`src/pkg/cbe_pkg.sv`:
```
`default_nettype none
package cbe_pkg;

	// ------------------------------------------------------------
	// branch word layout
	// ------------------------------------------------------------
	localparam int CBE_OP_HI       = 31;
	localparam int CBE_OP_LO       = 30;
	localparam int CBE_ANNUL_BIT   = 29;
	localparam int CBE_COND_HI     = 28;
	localparam int CBE_COND_LO     = 25;
	localparam int CBE_FORM_HI     = 24;
	localparam int CBE_FORM_LO     = 22;
	localparam int CBE_OFFSET_HI   = 21;
	localparam int CBE_OFFSET_W    = 22;
	localparam int CBE_WORD_SHIFT  = 2;

	localparam logic [1:0] CBE_OP_BRANCH  = 2'h0;
	localparam logic [2:0] CBE_FORM_INT   = 3'h2;
	localparam logic [2:0] CBE_FORM_FLOAT = 3'h6;

	// ------------------------------------------------------------
	// condition field values
	// ------------------------------------------------------------
	localparam logic [3:0] CBE_COND_NEVER  = 4'h0;
	localparam logic [3:0] CBE_COND_ALWAYS = 4'h8;
	localparam int         CBE_COND_NEG    = 3;

	// integer condition code bit positions
	localparam int CBE_ICC_C = 0;
	localparam int CBE_ICC_V = 1;
	localparam int CBE_ICC_Z = 2;
	localparam int CBE_ICC_N = 3;

	// floating-point condition code values
	localparam logic [1:0] CBE_FCC_EQ = 2'h0;
	localparam logic [1:0] CBE_FCC_LT = 2'h1;
	localparam logic [1:0] CBE_FCC_GT = 2'h2;
	localparam logic [1:0] CBE_FCC_UN = 2'h3;

	localparam logic [1:0] CBE_FCC_RESET = 2'h0;

	// ------------------------------------------------------------
	// sequencer states
	// ------------------------------------------------------------
	typedef enum logic [1:0] {
		CBE_IDLE = 2'h1,
		CBE_SLOT = 2'h2
	} cbe_state_t;

endpackage
`default_nettype wire

```
`src/rtl/cbe_branch_eval.sv`:
```
// Notes on behaviour
// - integer branches test condition codes against field
// - zero and signed integer condition encodings
// - unsigned, sign and overflow integer encodings
// - integer always: delayed transfer, annul suppresses slot
// - integer never: no transfer, annul suppresses slot
// - taken conditional branch always executes slot
// - untaken conditional branch annuls slot if set
// - target is pc plus four times offset
// - float branches test condition code zero
// - float encodings without equal
// - float encodings including equal
// - float always transfers, annul suppresses slot
// - float never: no transfer, annul suppresses slot
// - fpu off or absent raises unavailable trap
// - branch after compare sees new code
`timescale 1ns/1ps
`default_nettype none
module cbe_branch_eval
	import cbe_pkg::*;
#(
	parameter int PC_W = 64
)(
	input  wire logic            core_clk,
	input  wire logic            reset,
	input  wire logic            branch_valid,
	output logic                 branch_ready,
	input  wire logic [31:0]     branch_word,
	input  wire logic [PC_W-1:0] branch_pc,
	input  wire logic [3:0]      int_cond_codes,
	input  wire logic            fcmp_valid,
	input  wire logic [1:0]      fcmp_result,
	input  wire logic            fpu_enable_flag,
	input  wire logic            float_enable_state,
	input  wire logic            fpu_present,
	input  wire logic            slot_done,
	output logic                 result_valid,
	output logic                 result_taken,
	output logic                 result_annul,
	output logic [PC_W-1:0]      result_target,
	output logic                 not_branch,
	output logic                 fp_unavailable_trap,
	output logic                 redirect_valid,
	output logic [PC_W-1:0]      redirect_pc,
	output logic [1:0]           fp_cond_code_zero
);

	// ------------------------------------------------------------
	// field decode
	// ------------------------------------------------------------
	logic                annul_bit;
	logic [3:0]          cond;
	logic [2:0]          form;
	logic [CBE_OFFSET_W-1:0] word_offset_field;
	logic                is_int;
	logic                is_float;
	logic                uncond;
	logic                op_ok;
	logic                cond_always;
	logic                cond_never;

	assign annul_bit = branch_word[CBE_ANNUL_BIT];
	assign cond      = branch_word[CBE_COND_HI:CBE_COND_LO];
	assign form      = branch_word[CBE_FORM_HI:CBE_FORM_LO];
	assign word_offset_field = branch_word[CBE_OFFSET_HI:0];

	assign op_ok = (branch_word[CBE_OP_HI:CBE_OP_LO] == CBE_OP_BRANCH);

	// only the two branch forms are ours
	always_comb begin
		is_int   = 1'b0;
		is_float = 1'b0;
		case (form)
			CBE_FORM_INT: begin
				is_int = op_ok;
			end
			CBE_FORM_FLOAT: begin
				is_float = op_ok;
			end
			default: begin
				is_int   = 1'b0;
				is_float = 1'b0;
			end
		endcase
	end

	assign cond_always = (cond == CBE_COND_ALWAYS);
	assign cond_never  = (cond == CBE_COND_NEVER);
	assign uncond      = cond_always || cond_never;

	// ------------------------------------------------------------
	// floating-point condition code
	// ------------------------------------------------------------
	logic [1:0] next_fp_cond_code_zero;
	logic [1:0] fcc_seen;

	// bypass a compare finishing this cycle
	always_comb begin
		next_fp_cond_code_zero = fp_cond_code_zero;
		if (fcmp_valid) begin
			next_fp_cond_code_zero = fcmp_result;
		end
	end

	// no bubble needed between compare and branch
	assign fcc_seen = next_fp_cond_code_zero;

	always_ff @(posedge core_clk or posedge reset) begin
		if (reset) begin
			fp_cond_code_zero <= CBE_FCC_RESET;
		end else begin
			fp_cond_code_zero <= next_fp_cond_code_zero;
		end
	end

	// ------------------------------------------------------------
	// condition evaluation
	// ------------------------------------------------------------
	logic int_true;
	logic fp_true;
	logic fpu_usable;
	logic cond_true;
	logic taken;
	logic annul;
	logic [PC_W-1:0] offset_bytes;
	logic [PC_W-1:0] target;
	logic [PC_W-CBE_OFFSET_W-CBE_WORD_SHIFT-1:0] sign_fill;

	cbe_int_cond u_int_cond (
		.cond           (cond),
		.int_cond_codes (int_cond_codes),
		.result         (int_true)
	);

	cbe_fp_cond u_fp_cond (
		.cond              (cond),
		.fp_cond_code_zero (fcc_seen),
		.result            (fp_true)
	);

	// float branch needs an enabled fpu
	assign fpu_usable = fpu_enable_flag && float_enable_state
			&& fpu_present;

	assign cond_true = is_float ? fp_true : int_true;

	assign taken = cond_true;

	// annul rule differs between the two kinds of branch
	always_comb begin
		if (uncond) begin
			annul = annul_bit;
		end else if (taken) begin
			annul = 1'b0;
		end else begin
			annul = annul_bit;
		end
	end

	// sign extended word offset, times four
	assign sign_fill    = {(PC_W - CBE_OFFSET_W - CBE_WORD_SHIFT)
			{word_offset_field[CBE_OFFSET_W-1]}};
	// the sum wraps at the top of the pc, no overflow flag
	assign offset_bytes = {sign_fill, word_offset_field,
			{CBE_WORD_SHIFT{1'b0}}};
	assign target = branch_pc + offset_bytes;

	// ------------------------------------------------------------
	// delay slot sequencer
	// ------------------------------------------------------------
	cbe_state_t      state;
	cbe_state_t      next_state;
	logic            accept;
	logic            trap_now;
	logic            next_result_valid;
	logic            next_result_taken;
	logic            next_result_annul;
	logic [PC_W-1:0] next_result_target;
	logic            next_not_branch;
	logic            next_fp_unavailable_trap;
	logic            next_redirect_valid;
	logic [PC_W-1:0] next_redirect_pc;

	// stalls while a slot is outstanding, so the target waits
	assign branch_ready = (state == CBE_IDLE);
	assign accept       = branch_valid && branch_ready;
	assign trap_now     = accept && is_float && !fpu_usable;

	always_comb begin
		next_state               = state;
		next_result_valid        = 1'b0;
		next_not_branch          = 1'b0;
		next_fp_unavailable_trap = 1'b0;
		next_redirect_valid      = 1'b0;
		case (state)
			CBE_IDLE: begin
				if (accept) begin
					if (!is_int && !is_float) begin
						next_not_branch = 1'b1;
					end else if (trap_now) begin
						next_fp_unavailable_trap = 1'b1;
					end else begin
						next_result_valid = 1'b1;
						next_state = CBE_SLOT;
					end
				end
			end
			CBE_SLOT: begin
				if (slot_done) begin
					next_redirect_valid = result_taken;
					next_state          = CBE_IDLE;
				end
			end
			default: begin
				next_state = CBE_IDLE;
			end
		endcase
	end

	always_ff @(posedge core_clk or posedge reset) begin
		if (reset) begin
			state               <= CBE_IDLE;
			result_valid        <= 1'b0;
			not_branch          <= 1'b0;
			fp_unavailable_trap <= 1'b0;
			redirect_valid      <= 1'b0;
		end else begin
			state               <= next_state;
			result_valid        <= next_result_valid;
			not_branch          <= next_not_branch;
			fp_unavailable_trap <= next_fp_unavailable_trap;
			redirect_valid      <= next_redirect_valid;
		end
	end

	// ------------------------------------------------------------
	// decision hold
	// ------------------------------------------------------------
	logic load_decision;
	logic slot_end;

	// traps and foreign words leave the last decision in place
	assign load_decision = next_result_valid;
	assign slot_end      = (state == CBE_SLOT) && slot_done;

	always_comb begin
		next_result_taken  = result_taken;
		next_result_annul  = result_annul;
		next_result_target = result_target;
		if (load_decision) begin
			next_result_taken  = taken;
			next_result_annul  = annul;
			next_result_target = target;
		end
	end

	always_ff @(posedge core_clk or posedge reset) begin
		if (reset) begin
			result_taken  <= 1'b0;
			result_annul  <= 1'b0;
			result_target <= '0;
		end else begin
			result_taken  <= next_result_taken;
			result_annul  <= next_result_annul;
			result_target <= next_result_target;
		end
	end

	// ------------------------------------------------------------
	// fetch redirect address
	// ------------------------------------------------------------
	always_comb begin
		next_redirect_pc = redirect_pc;
		if (slot_end) begin
			next_redirect_pc = result_target;
		end
	end

	always_ff @(posedge core_clk or posedge reset) begin
		if (reset) begin
			redirect_pc <= '0;
		end else begin
			redirect_pc <= next_redirect_pc;
		end
	end

endmodule
`default_nettype wire

```
`src/rtl/cbe_int_cond.sv`:
```
`timescale 1ns/1ps
`default_nettype none
module cbe_int_cond
	import cbe_pkg::*;
(
	input  wire logic [3:0] cond,
	input  wire logic [3:0] int_cond_codes,
	output logic            result
);

	logic n;
	logic z;
	logic v;
	logic c;
	logic base;

	assign n = int_cond_codes[CBE_ICC_N];
	assign z = int_cond_codes[CBE_ICC_Z];
	assign v = int_cond_codes[CBE_ICC_V];
	assign c = int_cond_codes[CBE_ICC_C];

	// ------------------------------------------------------------
	// upper half of the codes is the negation of the lower half
	// ------------------------------------------------------------
	always_comb begin
		case (cond[2:0])
			3'h0: base = 1'b0;
			3'h1: base = z;
			3'h2: base = z | (n ^ v);
			3'h3: base = n ^ v;
			3'h4: base = c | z;
			3'h5: base = c;
			3'h6: base = n;
			3'h7: base = v;
			default: base = 1'b0;
		endcase
	end

	assign result = base ^ cond[CBE_COND_NEG];

endmodule
`default_nettype wire

```
`src/rtl/cbe_fp_cond.sv`:
```
`timescale 1ns/1ps
`default_nettype none
module cbe_fp_cond
	import cbe_pkg::*;
(
	input  wire logic [3:0] cond,
	input  wire logic [1:0] fp_cond_code_zero,
	output logic            result
);

	// accepted relations, bit order {un, gt, lt, eq}
	logic [3:0] accept;
	logic [3:0] relation;

	always_comb begin
		case (cond)
			4'h0: accept = 4'h0;
			4'h1: accept = 4'hE;
			4'h2: accept = 4'h6;
			4'h3: accept = 4'hA;
			4'h4: accept = 4'h2;
			4'h5: accept = 4'hC;
			4'h6: accept = 4'h4;
			4'h7: accept = 4'h8;
			4'h8: accept = 4'hF;
			4'h9: accept = 4'h1;
			4'hA: accept = 4'h9;
			4'hB: accept = 4'h5;
			4'hC: accept = 4'hD;
			4'hD: accept = 4'h3;
			4'hE: accept = 4'hB;
			4'hF: accept = 4'h7;
			default: accept = 4'h0;
		endcase
	end

	always_comb begin
		relation = 4'h0;
		case (fp_cond_code_zero)
			CBE_FCC_EQ: relation = 4'h1;
			CBE_FCC_LT: relation = 4'h2;
			CBE_FCC_GT: relation = 4'h4;
			CBE_FCC_UN: relation = 4'h8;
			default:    relation = 4'h0;
		endcase
	end

	assign result = |(accept & relation);

endmodule
`default_nettype wire

```
`config.mk`:
```
export PLATFORM = sky130hd
export DESIGN_NAME = cbe_branch_eval
export DESIGN_NICKNAME = d
export VERILOG_FILES = /design/src/pkg/cbe_pkg.sv /design/src/rtl/cbe_branch_eval.sv /design/src/rtl/cbe_int_cond.sv /design/src/rtl/cbe_fp_cond.sv
export SDC_FILE = /design/constraint.sdc
export NUM_CORES = 1
export LEC_CHECK = 0
export BUFFER_PORTS_ARGS = -buffer_cell sky130_fd_sc_hd__buf_2
export CAP_MARGIN = 30
export CORE_MARGIN = 10
export CORE_UTILIZATION = 45
export DETAILED_ROUTE_END_ITERATION = 7
export PLACE_DENSITY = 0.8
export SYNTH_ARGS = -nofsm -noshare
export SYNTH_HDL_FRONTEND = slang
export SYNTH_SLANG_ARGS = --single-unit
```
`constraint.sdc`:
```
create_clock -name core_clk -period 5.5 [get_ports core_clk]
set_input_delay 1.1 -clock core_clk [delete_from_list [all_inputs] [get_ports core_clk]]
set_output_delay 1.1 -clock core_clk [all_outputs]
set_load 0.1 [all_outputs]
```
==> metrics.txt, run 1 <==
RR Endpoint result_target[21]; final WL 25.11 mm; count of cell types in the netlist 63; commonest non-fill, non-tap cell in the layout buf_2; Tmin final 3933 ps; min-delay src result_annul; ant diodes 0; Post-synth EDFFs 0; Post-Route Setup TNS 0 ps; H-tree depth 4; Setup CP Type primary input to flop; clock share of power 0.286; hold buffers post-CTS 0; worst r2r src state[0]; Final ANT Viol Nets 0; Die ar. 24920 sq um; hold_ws 495.2 ps; vias in the first global route 7638; run status complete, no violations; fin util 0.5682; CTS buffer count 17; Post-DP Area 10000 sq um; startpoint types primary input; drt pass-1 iters 6; combinational group share of total power 0.418; crit-path cells buf_2, buf_4, ha_1, and2_1, and3_1, a221oi_1, o21ai_0, a31oi_1, o21a_1, o21ai_2, or4b_1, nand3_1; largest cells by area after synthesis dfrtp_1, ha_1, mux2_2; Async SR Flop Fraction 1.000; core area 18710 sq um; PostCTS Resize Cnt 0; Power Density 401.5 nW/um^2; CP Data Required Time 5850 ps; RSZ-0062 raised after global routing no; initial cell density of the core 0.4573; sequential area share after synthesis 0.4039; cell-internal power 2.250 mW; crit-path max FO 25; fin. max-slew vios 0; Vias 7704; Post-Syn Instances 907; Worst Reg-to-Reg Cells 6; Yosys top cell area share 0.4008; CP max-delay cell or4b_1; Setup Buffers After CTS 0; # IOs 247; Tcrit/Tclk final 0.7152; static leakage 5.611 nW; fmax 254.2 MHz; clock transition at the registers of the reported paths 60 ps; first-pass GRT wire length 38.99 mm; max incr delay on CP 500 ps; Tot Pwr 4.267 mW; Detailed Place HPWL 19.69 mm; clk sink count 138; Post-synth top flop dfrtp_1; Hold Path Class flop to flop; nature of the critical path endpoint flop; Peak VDD IR 0.0002232 V; synthesis-to-layout area growth 24.27%; Min-Delay Path Depth 2; routed len/inst 18.09 microns; share of layout cells above drive strength 1 0.3163; flops & latches, synth 138; syn_area_per_cell 9.430 sq um; R2R setup slack 3000 ps; CTS tree built; Final GP Congestion 0.9097; CP arrival 4280 ps; NumNets Final 1317; Ys Warns 0; initial antenna violation count 0; number of setup violations in the final report 0; largest net degree at the start of global routing 94; Slew @ Worst Pin 909.4 ps; clk root buf clkbuf_16; area leader, netlist dfrtp_1; DR iter-0 viols 536; Hold Fails Final Rpt 0; Bufs and invs on worst path 2; commonest non-fill, non-tap cells in the layout buf_2, dfrtp_1, nand2_1; CP top delay family compound AO/OA/AOI/OAI gates; Worst-Skew Late Latency 420 ps; syn_nets 1083; # rows 50; Via density 5.550; Die Y 157.9 microns; sw frac 0.4727; total gr overflow 0; DR DRC count 0; fin area 10630 sq um; Worst Hold Endpoint result_annul; Relative slew margins 0.3937; Flop pwr share 0.296; Setup Skew 9.338 ps; Netlist Area Pre-Place 8553 sq um; Die X 157.9 microns; Total GRT Usage 0.1961; total of max-cap violations 0; IO buf count 246; P_sw 2.017 mW; Max clock buf depth 2
-- synth_stat cells, types with 5 or more instances --
cell type and number:
nor2_1 40, nand3_1 15, dfrtp_1 137, xor2_1 28
xnor2_1 32, ha_1 65, a41oi_1 5, clkbuf_1 37
o21ai_0 90, inv_1 26, a21oi_1 68, a31oi_1 9
mux2_2 66, a21o_1 24, nand2_1 134, o31ai_1 5
o21bai_1 9, a211oi_1 6, o21ai_1 13, nand2b_1 7
and3_1 7, o211ai_1 7, nand4_1 12
-- state kept, by name (all words and copies together), names as in the netlist --
signal,count
result_valid,1
result_taken,1
not_branch,1
result_target,64
fp_cond_code_zero,2
fp_unavailable_trap,1
result_annul,1
redirect_valid,1
state,2
redirect_pc,64
-- worst register-to-register path: cells and delay by family (launching register included) --
kind                   cells  cell delay [ps]
and+or+nand+nor            4             1040
buffers and inverters      1              680
DFF                        1              370
AOI/OAI and AO/OA          1              290
-- worst max path at each step --
stage	end	slack (ps)	cells past startpoint	startpoint
final	result_target[59]	1570	12	branch_word[21]
after global routing	result_target[61]	1200	13	branch_word[21]
after CTS	result_target[56]	1630	12	branch_word[21]
after detailed placement	result_target[56]	1190	12	branch_word[21]
after global placement	result_target[56]	1260	12	branch_word[21]
after floorplan	fp_cond_code_zero[0]	710	1	reset
-- through the flow --
stage | setup WS [ps] | std cells
3_3_place_gp | 1258 | 1355
5_1_grt | 1198 | 1388
3_5_place_dp | 1188 | 1356
4_1_cts | 1632 | 1388
2_1_floorplan | 705.5 | 907
6_report | 1567 | 1388
-- kinds of logic (layout without fill, tap and decap cells) --
group           after synthesis  in the layout  synth area share
flops                       138            138            0.4039
xor+xnor                     60             60           0.06144
buf+inv                      64            311           0.02809
simple gates                239            239            0.1238
fa+ha+maj                    66             66           0.09743
compound gates              273            273            0.1973
mux                          67             67           0.08806
-- power groups by stage --
stage               registers [mW]  clock network, mW  logic [mW]
floorplan                     2.23                  0       0.464
global placement              1.28                  0        1.77
detailed placement            1.28                  0        1.78
CTS                           1.26               1.24        1.79
global route                  1.28               1.29        1.88
finish                        1.26               1.22        1.78
-- cell type report --
cell class                      count  area (sq um)
Multi-Input combinational cell    705          4866
Timing Repair Buffer              252          1284
Tap cell                          234         292.8
Clock buffer                       20         466.7
Inverter                           27         106.4
Sequential cell                   138          3455
Fill cell                        1661          8077
Clock inverter                     12         158.9
-- layer usage --
metal | vias up | track usage | wire length [microns] | part of all wire
li1 | 3757 | - | - | -
met1 | 3650 | 0.2323 | 10430 | 0.42
met2 | 257 | 0.3372 | 12340 | 0.49
met3 | 40 | 0.04993 | 1769 | 0.070
met4 | 0 | 0.06812 | 571 | 0.023
met5 | - | 0 | 0 | 0
(Power assumes the default switching activity.)
==> run 2, diff against run 1 <==
clock period = 4.1 ns   (was 5.5 ns; I/O delays follow)
==> run 2 against run 1 <==
Compared with the run above:
- total power grew 29%
- non-clock buffer count grew 7
- clock skew down 2.2 ps
- largest power group unchanged
==> metrics.txt, run 2 (synthesized netlist as in run 1, its figures left out) <==
Total GRT Usage 0.1962; largest net degree at the start of global routing 81; cell-internal power 2.841 mW; combinational group share of total power 0.434; share of layout cells above drive strength 1 0.3181; Tot Pwr 5.522 mW; CP Data Required Time 4450 ps; PostCTS Resize Cnt 0; synthesis-to-layout area growth 23.92%; CTS buffer count 17; Tmin final 3605 ps; sw frac 0.4855; static leakage 5.598 nW; Hold Fails Final Rpt 0; Setup CP Type primary input to flop; Detailed Place HPWL 19.70 mm; Setup Skew 7.172 ps; # rows 50; P_sw 2.681 mW; clock share of power 0.258; fin. max-slew vios 0; run status complete, no violations; # IOs 247; Post-Route Setup TNS 0 ps; Final GP Congestion 0.9186; Slew @ Worst Pin 750.8 ps; Setup Buffers After CTS 0; commonest non-fill, non-tap cells in the layout buf_2, dfrtp_1, nand2_1; Die X 157.9 microns; Power Density 521.0 nW/um^2; clk root buf clkbuf_16; Die Y 157.9 microns; H-tree depth 4; vias in the first global route 7703; number of setup violations in the final report 0; commonest non-fill, non-tap cell in the layout buf_2; core area 18710 sq um; DR iter-0 viols 421; final WL 25.00 mm; CTS tree built; startpoint types primary input; first-pass GRT wire length 39.17 mm; initial cell density of the core 0.4573; Via density 5.544; clk sink count 138; IO buf count 246; Final ANT Viol Nets 0; Relative slew margins 0.4995; Die ar. 24920 sq um; fmax 277.4 MHz; hold buffers post-CTS 0; DR DRC count 0; total gr overflow 0; clock transition at the registers of the reported paths 60 ps; crit-path max FO 5; NumNets Final 1324; RSZ-0062 raised after global routing no; drt pass-1 iters 5; total of max-cap violations 0; Vias 7734; Max clock buf depth 2; nature of the critical path endpoint flop; CP arrival 3960 ps; routed len/inst 17.92 microns; Hold Path Class primary input to asynchronous set/reset pin; Largest regs redirect_pc x64, result_target x64; Flop pwr share 0.308; Worst-Skew Late Latency 420 ps; initial antenna violation count 1; Tcrit/Tclk final 0.8792; Peak VDD IR 0.0002958 V
-- run 2: changes by cell type in the layout (fill, tap and decap cells not counted) --
| cell | before | now |
|---|---|---|
| buf_12 | 0 | 1 |
| buf_4 | 5 | 12 |
| buf_8 | 1 | 0 |
| bufinv_16 | 3 | 1 |
| clkbuf_1 | 0 | 2 |
| clkbuf_8 | 3 | 0 |
| clkinv_2 | 2 | 5 |
| clkinv_4 | 1 | 3 |
| clkinvlp_4 | 2 | 4 |
| diode_2 | 0 | 1 |
| inv_6 | 5 | 0 |
-- run 2: metal layers --
layer	GRT usage	up-vias	routed length, microns
met1	0.2369	3676	10590
met4	0.07302	0	460
met5	0	-	0
li1	-	3763	-
met3	0.04261	33	1662
met2	0.3351	262	12280
-- run 2: critical path, cell delays in order --
cell and delay, ps:
buf_2 90, ha_1 200, inv_1 70, fa_1 390, nand2b_1 200, a21oi_2 220
o2111ai_2 180, a2111o_1 550, a211oi_2 310, o21ai_2 110, a21oi_2 180, nor4_1 80
or4_1 470, nand3_1 90
-- run 2: final timing paths --
| check | from | to | slack, ps | cells past startpoint |
|---|---|---|---|---|
| max | branch_pc[2] | result_target[62] | 500 | 14 |
| min | reset | redirect_pc[1] | 490 | 2 |
| max reg2reg | state[0] | result_target[59] | 1730 | 6 |
| min reg2reg | result_annul | result_annul | 490 | 2 |
| max in group asynchronous | reset | redirect_pc[51] | 2750 | 3 |
| min in group core_clk | result_annul | result_annul | 490 | 2 |
-- run 2: layout make-up --
class | instances | area, sq um
antenna | 1 | 2.502
clock buffer | 19 | 432.9
clock inverter | 12 | 103.9
fill | 1639 | 8107
inverter | 27 | 105.1
multi-input combinational | 705 | 4866
sequential | 138 | 3455
tap | 234 | 292.8
timing repair buffer | 259 | 1341
-- run 2: power groups by stage --
| stage | Sequential [mW] | Combinational, mW | Clock [mW] |
|---|---|---|---|
| after global routing | 1.72 | 2.53 | 1.51 |
| after global placement | 1.72 | 2.37 | 0 |
| after floorplan | 2.99 | 0.623 | 0 |
| final | 1.70 | 2.40 | 1.43 |
| after CTS | 1.70 | 2.40 | 1.45 |
| after detailed placement | 1.73 | 2.39 | 0 |
-- run 2: stage by stage --
step,utilization,hold slack (ps),setup WS [ps],std cells,instance area [sq um]
after detailed placement,0.5378,483.4,80.13,1363,10060
after CTS,0.5665,496.2,513.9,1394,10600
after global routing,0.5666,512.5,260.0,1395,10600
after global placement,0.5378,458.5,159.4,1363,10060
final,0.5666,488.8,495.4,1395,10600
after floorplan,-,561.8,537.2,907,8557
==> run 3, diff against run 2 <==
PLACE_DENSITY = 0.79   (was 0.8)
SYNTH_HIERARCHICAL = 1   (was default)
==> run 3 against run 2 <==
Compared with the run above:
- worst hold slack got worse by 1.4 ps
- wire length rose by 12%
- combinational power rose by 3%
- cell count rose by 4.3%
- clock skew barely moved
- via count rose by 5.6%
- clock power rose by 14%
- non-clock buffer count rose by 1
- synthesized cell count rose by 3.7%
- clock-buffer cell count did not move
- register-to-register slack got worse by 60 ps
- sequential share of layout area fell by 1.4 points
- largest cell class unchanged
- largest power group unchanged
==> metrics.txt, run 3 <==
run status complete, no violations; Setup Buffers After CTS 0; post-route setup slack 540.5 ps; fill count 1755; startpoint types primary input; synthesis-to-layout area growth 24.08%; # rows 51; R2R setup slack 1670 ps; Setup Skew 7.392 ps; drt pass-1 iters 5; Via density 5.614; first-pass GRT wire length 43.84 mm; vias in the first global route 8105; CTS buffer count 17; syn_area_per_cell 9.471 sq um; combinational group share of total power 0.426; number of setup violations in the final report 0; Power Density 526.2 nW/um^2; Relative slew margins 0.4001; met2 routed WL 13.62 mm; RSZ-0062 raised after global routing no; total of max-cap violations 0; Post-synth EDFFs 0; share of layout cells above drive strength 1 0.3218; Post-Place Setup Slack 113.0 ps; Netlist Area Pre-Place 8912 sq um; cell-internal power 3.034 mW; Async SR Flop Fraction 1.000; area leader, netlist dfrtp_1; CP max-delay cell o31ai_1; # IOs 247; clk root buf clkbuf_16; P_sw 2.786 mW; CP Data Required Time 4450 ps; Post-Route Setup TNS 0 ps; IO buf count 246; sw frac 0.4787; Hold Path Class flop to flop; Detailed Place HPWL 22.25 mm; final WL 28.04 mm; Yosys top cell area share 0.3847; Die ar. 25830 sq um; core area 19460 sq um; CTS tree built; hold buffers post-CTS 0; Post-synth top cells dfrtp_1, nand2_1, o21ai_0, a21oi_1, mux2_2; flops & latches, synth 138; Tmin final 3559 ps; largest net degree at the start of global routing 70; commonest non-fill, non-tap cells in the layout buf_2, dfrtp_1, nand2_1; sequential area share after synthesis 0.3876; nature of the critical path endpoint flop; highest routing layer actually used met4; Post-Syn Instances 941; Worst-Skew Late Latency 430 ps; crit-path cells buf_2, ha_1, o21ai_0, o21ai_0, nand3_1, nand2_1, a21boi_1, o31ai_1, a21oi_1, or4_1, nand3_1; fin util 0.5682; Layout Cells excl Fill 1455; NumNets Final 1351; Largest regs redirect_pc x64, result_target x64; count of cell types in the netlist 76; routed len/inst 19.27 microns; Hold Fails Final Rpt 0; Peak VDD IR 0.0002909 V; Slew @ Worst Pin 897.9 ps; Tot Pwr 5.819 mW; ant diodes 0; Ys Warns 6; clock transition at the registers of the reported paths 60 ps; crit-path max FO 4; max incr delay on CP 680 ps; H-tree depth 4; clock share of power 0.280; static leakage 5.886 nW; CP arrival 3910 ps; Final ANT Viol Nets 0; fin. max-slew vios 0; Die X 160.7 microns; Flop pwr share 0.294; largest cells by area after synthesis dfrtp_1, ha_1, mux2_2; syn_nets 1115; initial cell density of the core 0.4579; total gr overflow 0; DR DRC count 0; Placed Cells 1423; Die Y 160.7 microns; Max clock buf depth 2; M1 wire length 11.95 mm; WL met3 1.948 mm; initial antenna violation count 0; most common cell in the netlist dfrtp_1; PostCTS Resize Cnt 0; Setup CP Type primary input to flop; commonest non-fill, non-tap cell in the layout buf_2; Post-synth top flop dfrtp_1; Total GRT Usage 0.2080; Final GP Congestion 0.9475; Tcrit/Tclk final 0.8682; DR iter-0 viols 577; Vias 8169; clk sink count 138; fmax 280.9 MHz
## run 3: logic make-up after synthesis
| logic type | synth area share |
|---|---|
| xor gates and xnor gates | 0.05012 |
| and+or+nand+nor | 0.1360 |
| adders and majority gates | 0.09069 |
| buffers and inverters | 0.03018 |
| muxes | 0.09406 |
| AOI/OAI and AO/OA | 0.2113 |
| DFF | 0.3876 |
## run 3: cell type report
| cell class | instances | area (sq um) | area share |
|---|---|---|---|
| Inverter | 28 | 108.9 | 0.009844 |
| Timing Repair Buffer | 260 | 1349 | 0.1220 |
| Tap cell | 265 | 331.6 | 0.02998 |
| Clock inverter | 13 | 165.2 | 0.01494 |
| Sequential cell | 138 | 3455 | 0.3124 |
| Clock buffer | 19 | 452.9 | 0.04096 |
| Multi-Input combinational cell | 732 | 5196 | 0.4699 |
## run 3: path summary, 6_finish.rpt
check	cells after the start	to	from
max reg2reg	7	result_target[57]	state[0]
max in group asynchronous	3	state[0]	reset
max	11	result_target[41]	branch_word[3]
min	2	result_annul	result_annul
min reg2reg	2	result_annul	result_annul
min in group asynchronous	2	redirect_pc[22]	reset
## run 3: per-stage QoR
step                hold WS (ps)  cell area (sq um)
finish                     487.5              11060
global route               510.2              11060
CTS                        484.8              11060
detailed placement         471.5              10440
global placement           459.2              10440
floorplan                  523.9               8916
## run 3: routing by layer
metal / track usage / up-vias
li1: - / 3927
met3: 0.04934 / 30
met2: 0.3573 / 332
met5: 0 / -
met1: 0.2537 / 3880
met4: 0.06079 / 0
## run 3: power groups by stage
stage	logic, mW	clock network (mW)	registers (mW)
3_3_place_gp	2.45	0	1.73
3_5_place_dp	2.48	0	1.74
2_1_floorplan	0.658	0	3.01
4_1_cts	2.48	1.65	1.71
6_report	2.48	1.63	1.71
5_1_grt	2.61	1.72	1.74
## run 3: critical path, delay by kind of cell
| kind | cells | cell delay (ps) |
|---|---|---|
| AOI/OAI and AO/OA | 5 | 1660 |
| and+or+nand+nor | 4 | 970 |
| adders and majority gates | 1 | 360 |
| buffers and inverters | 1 | 100 |
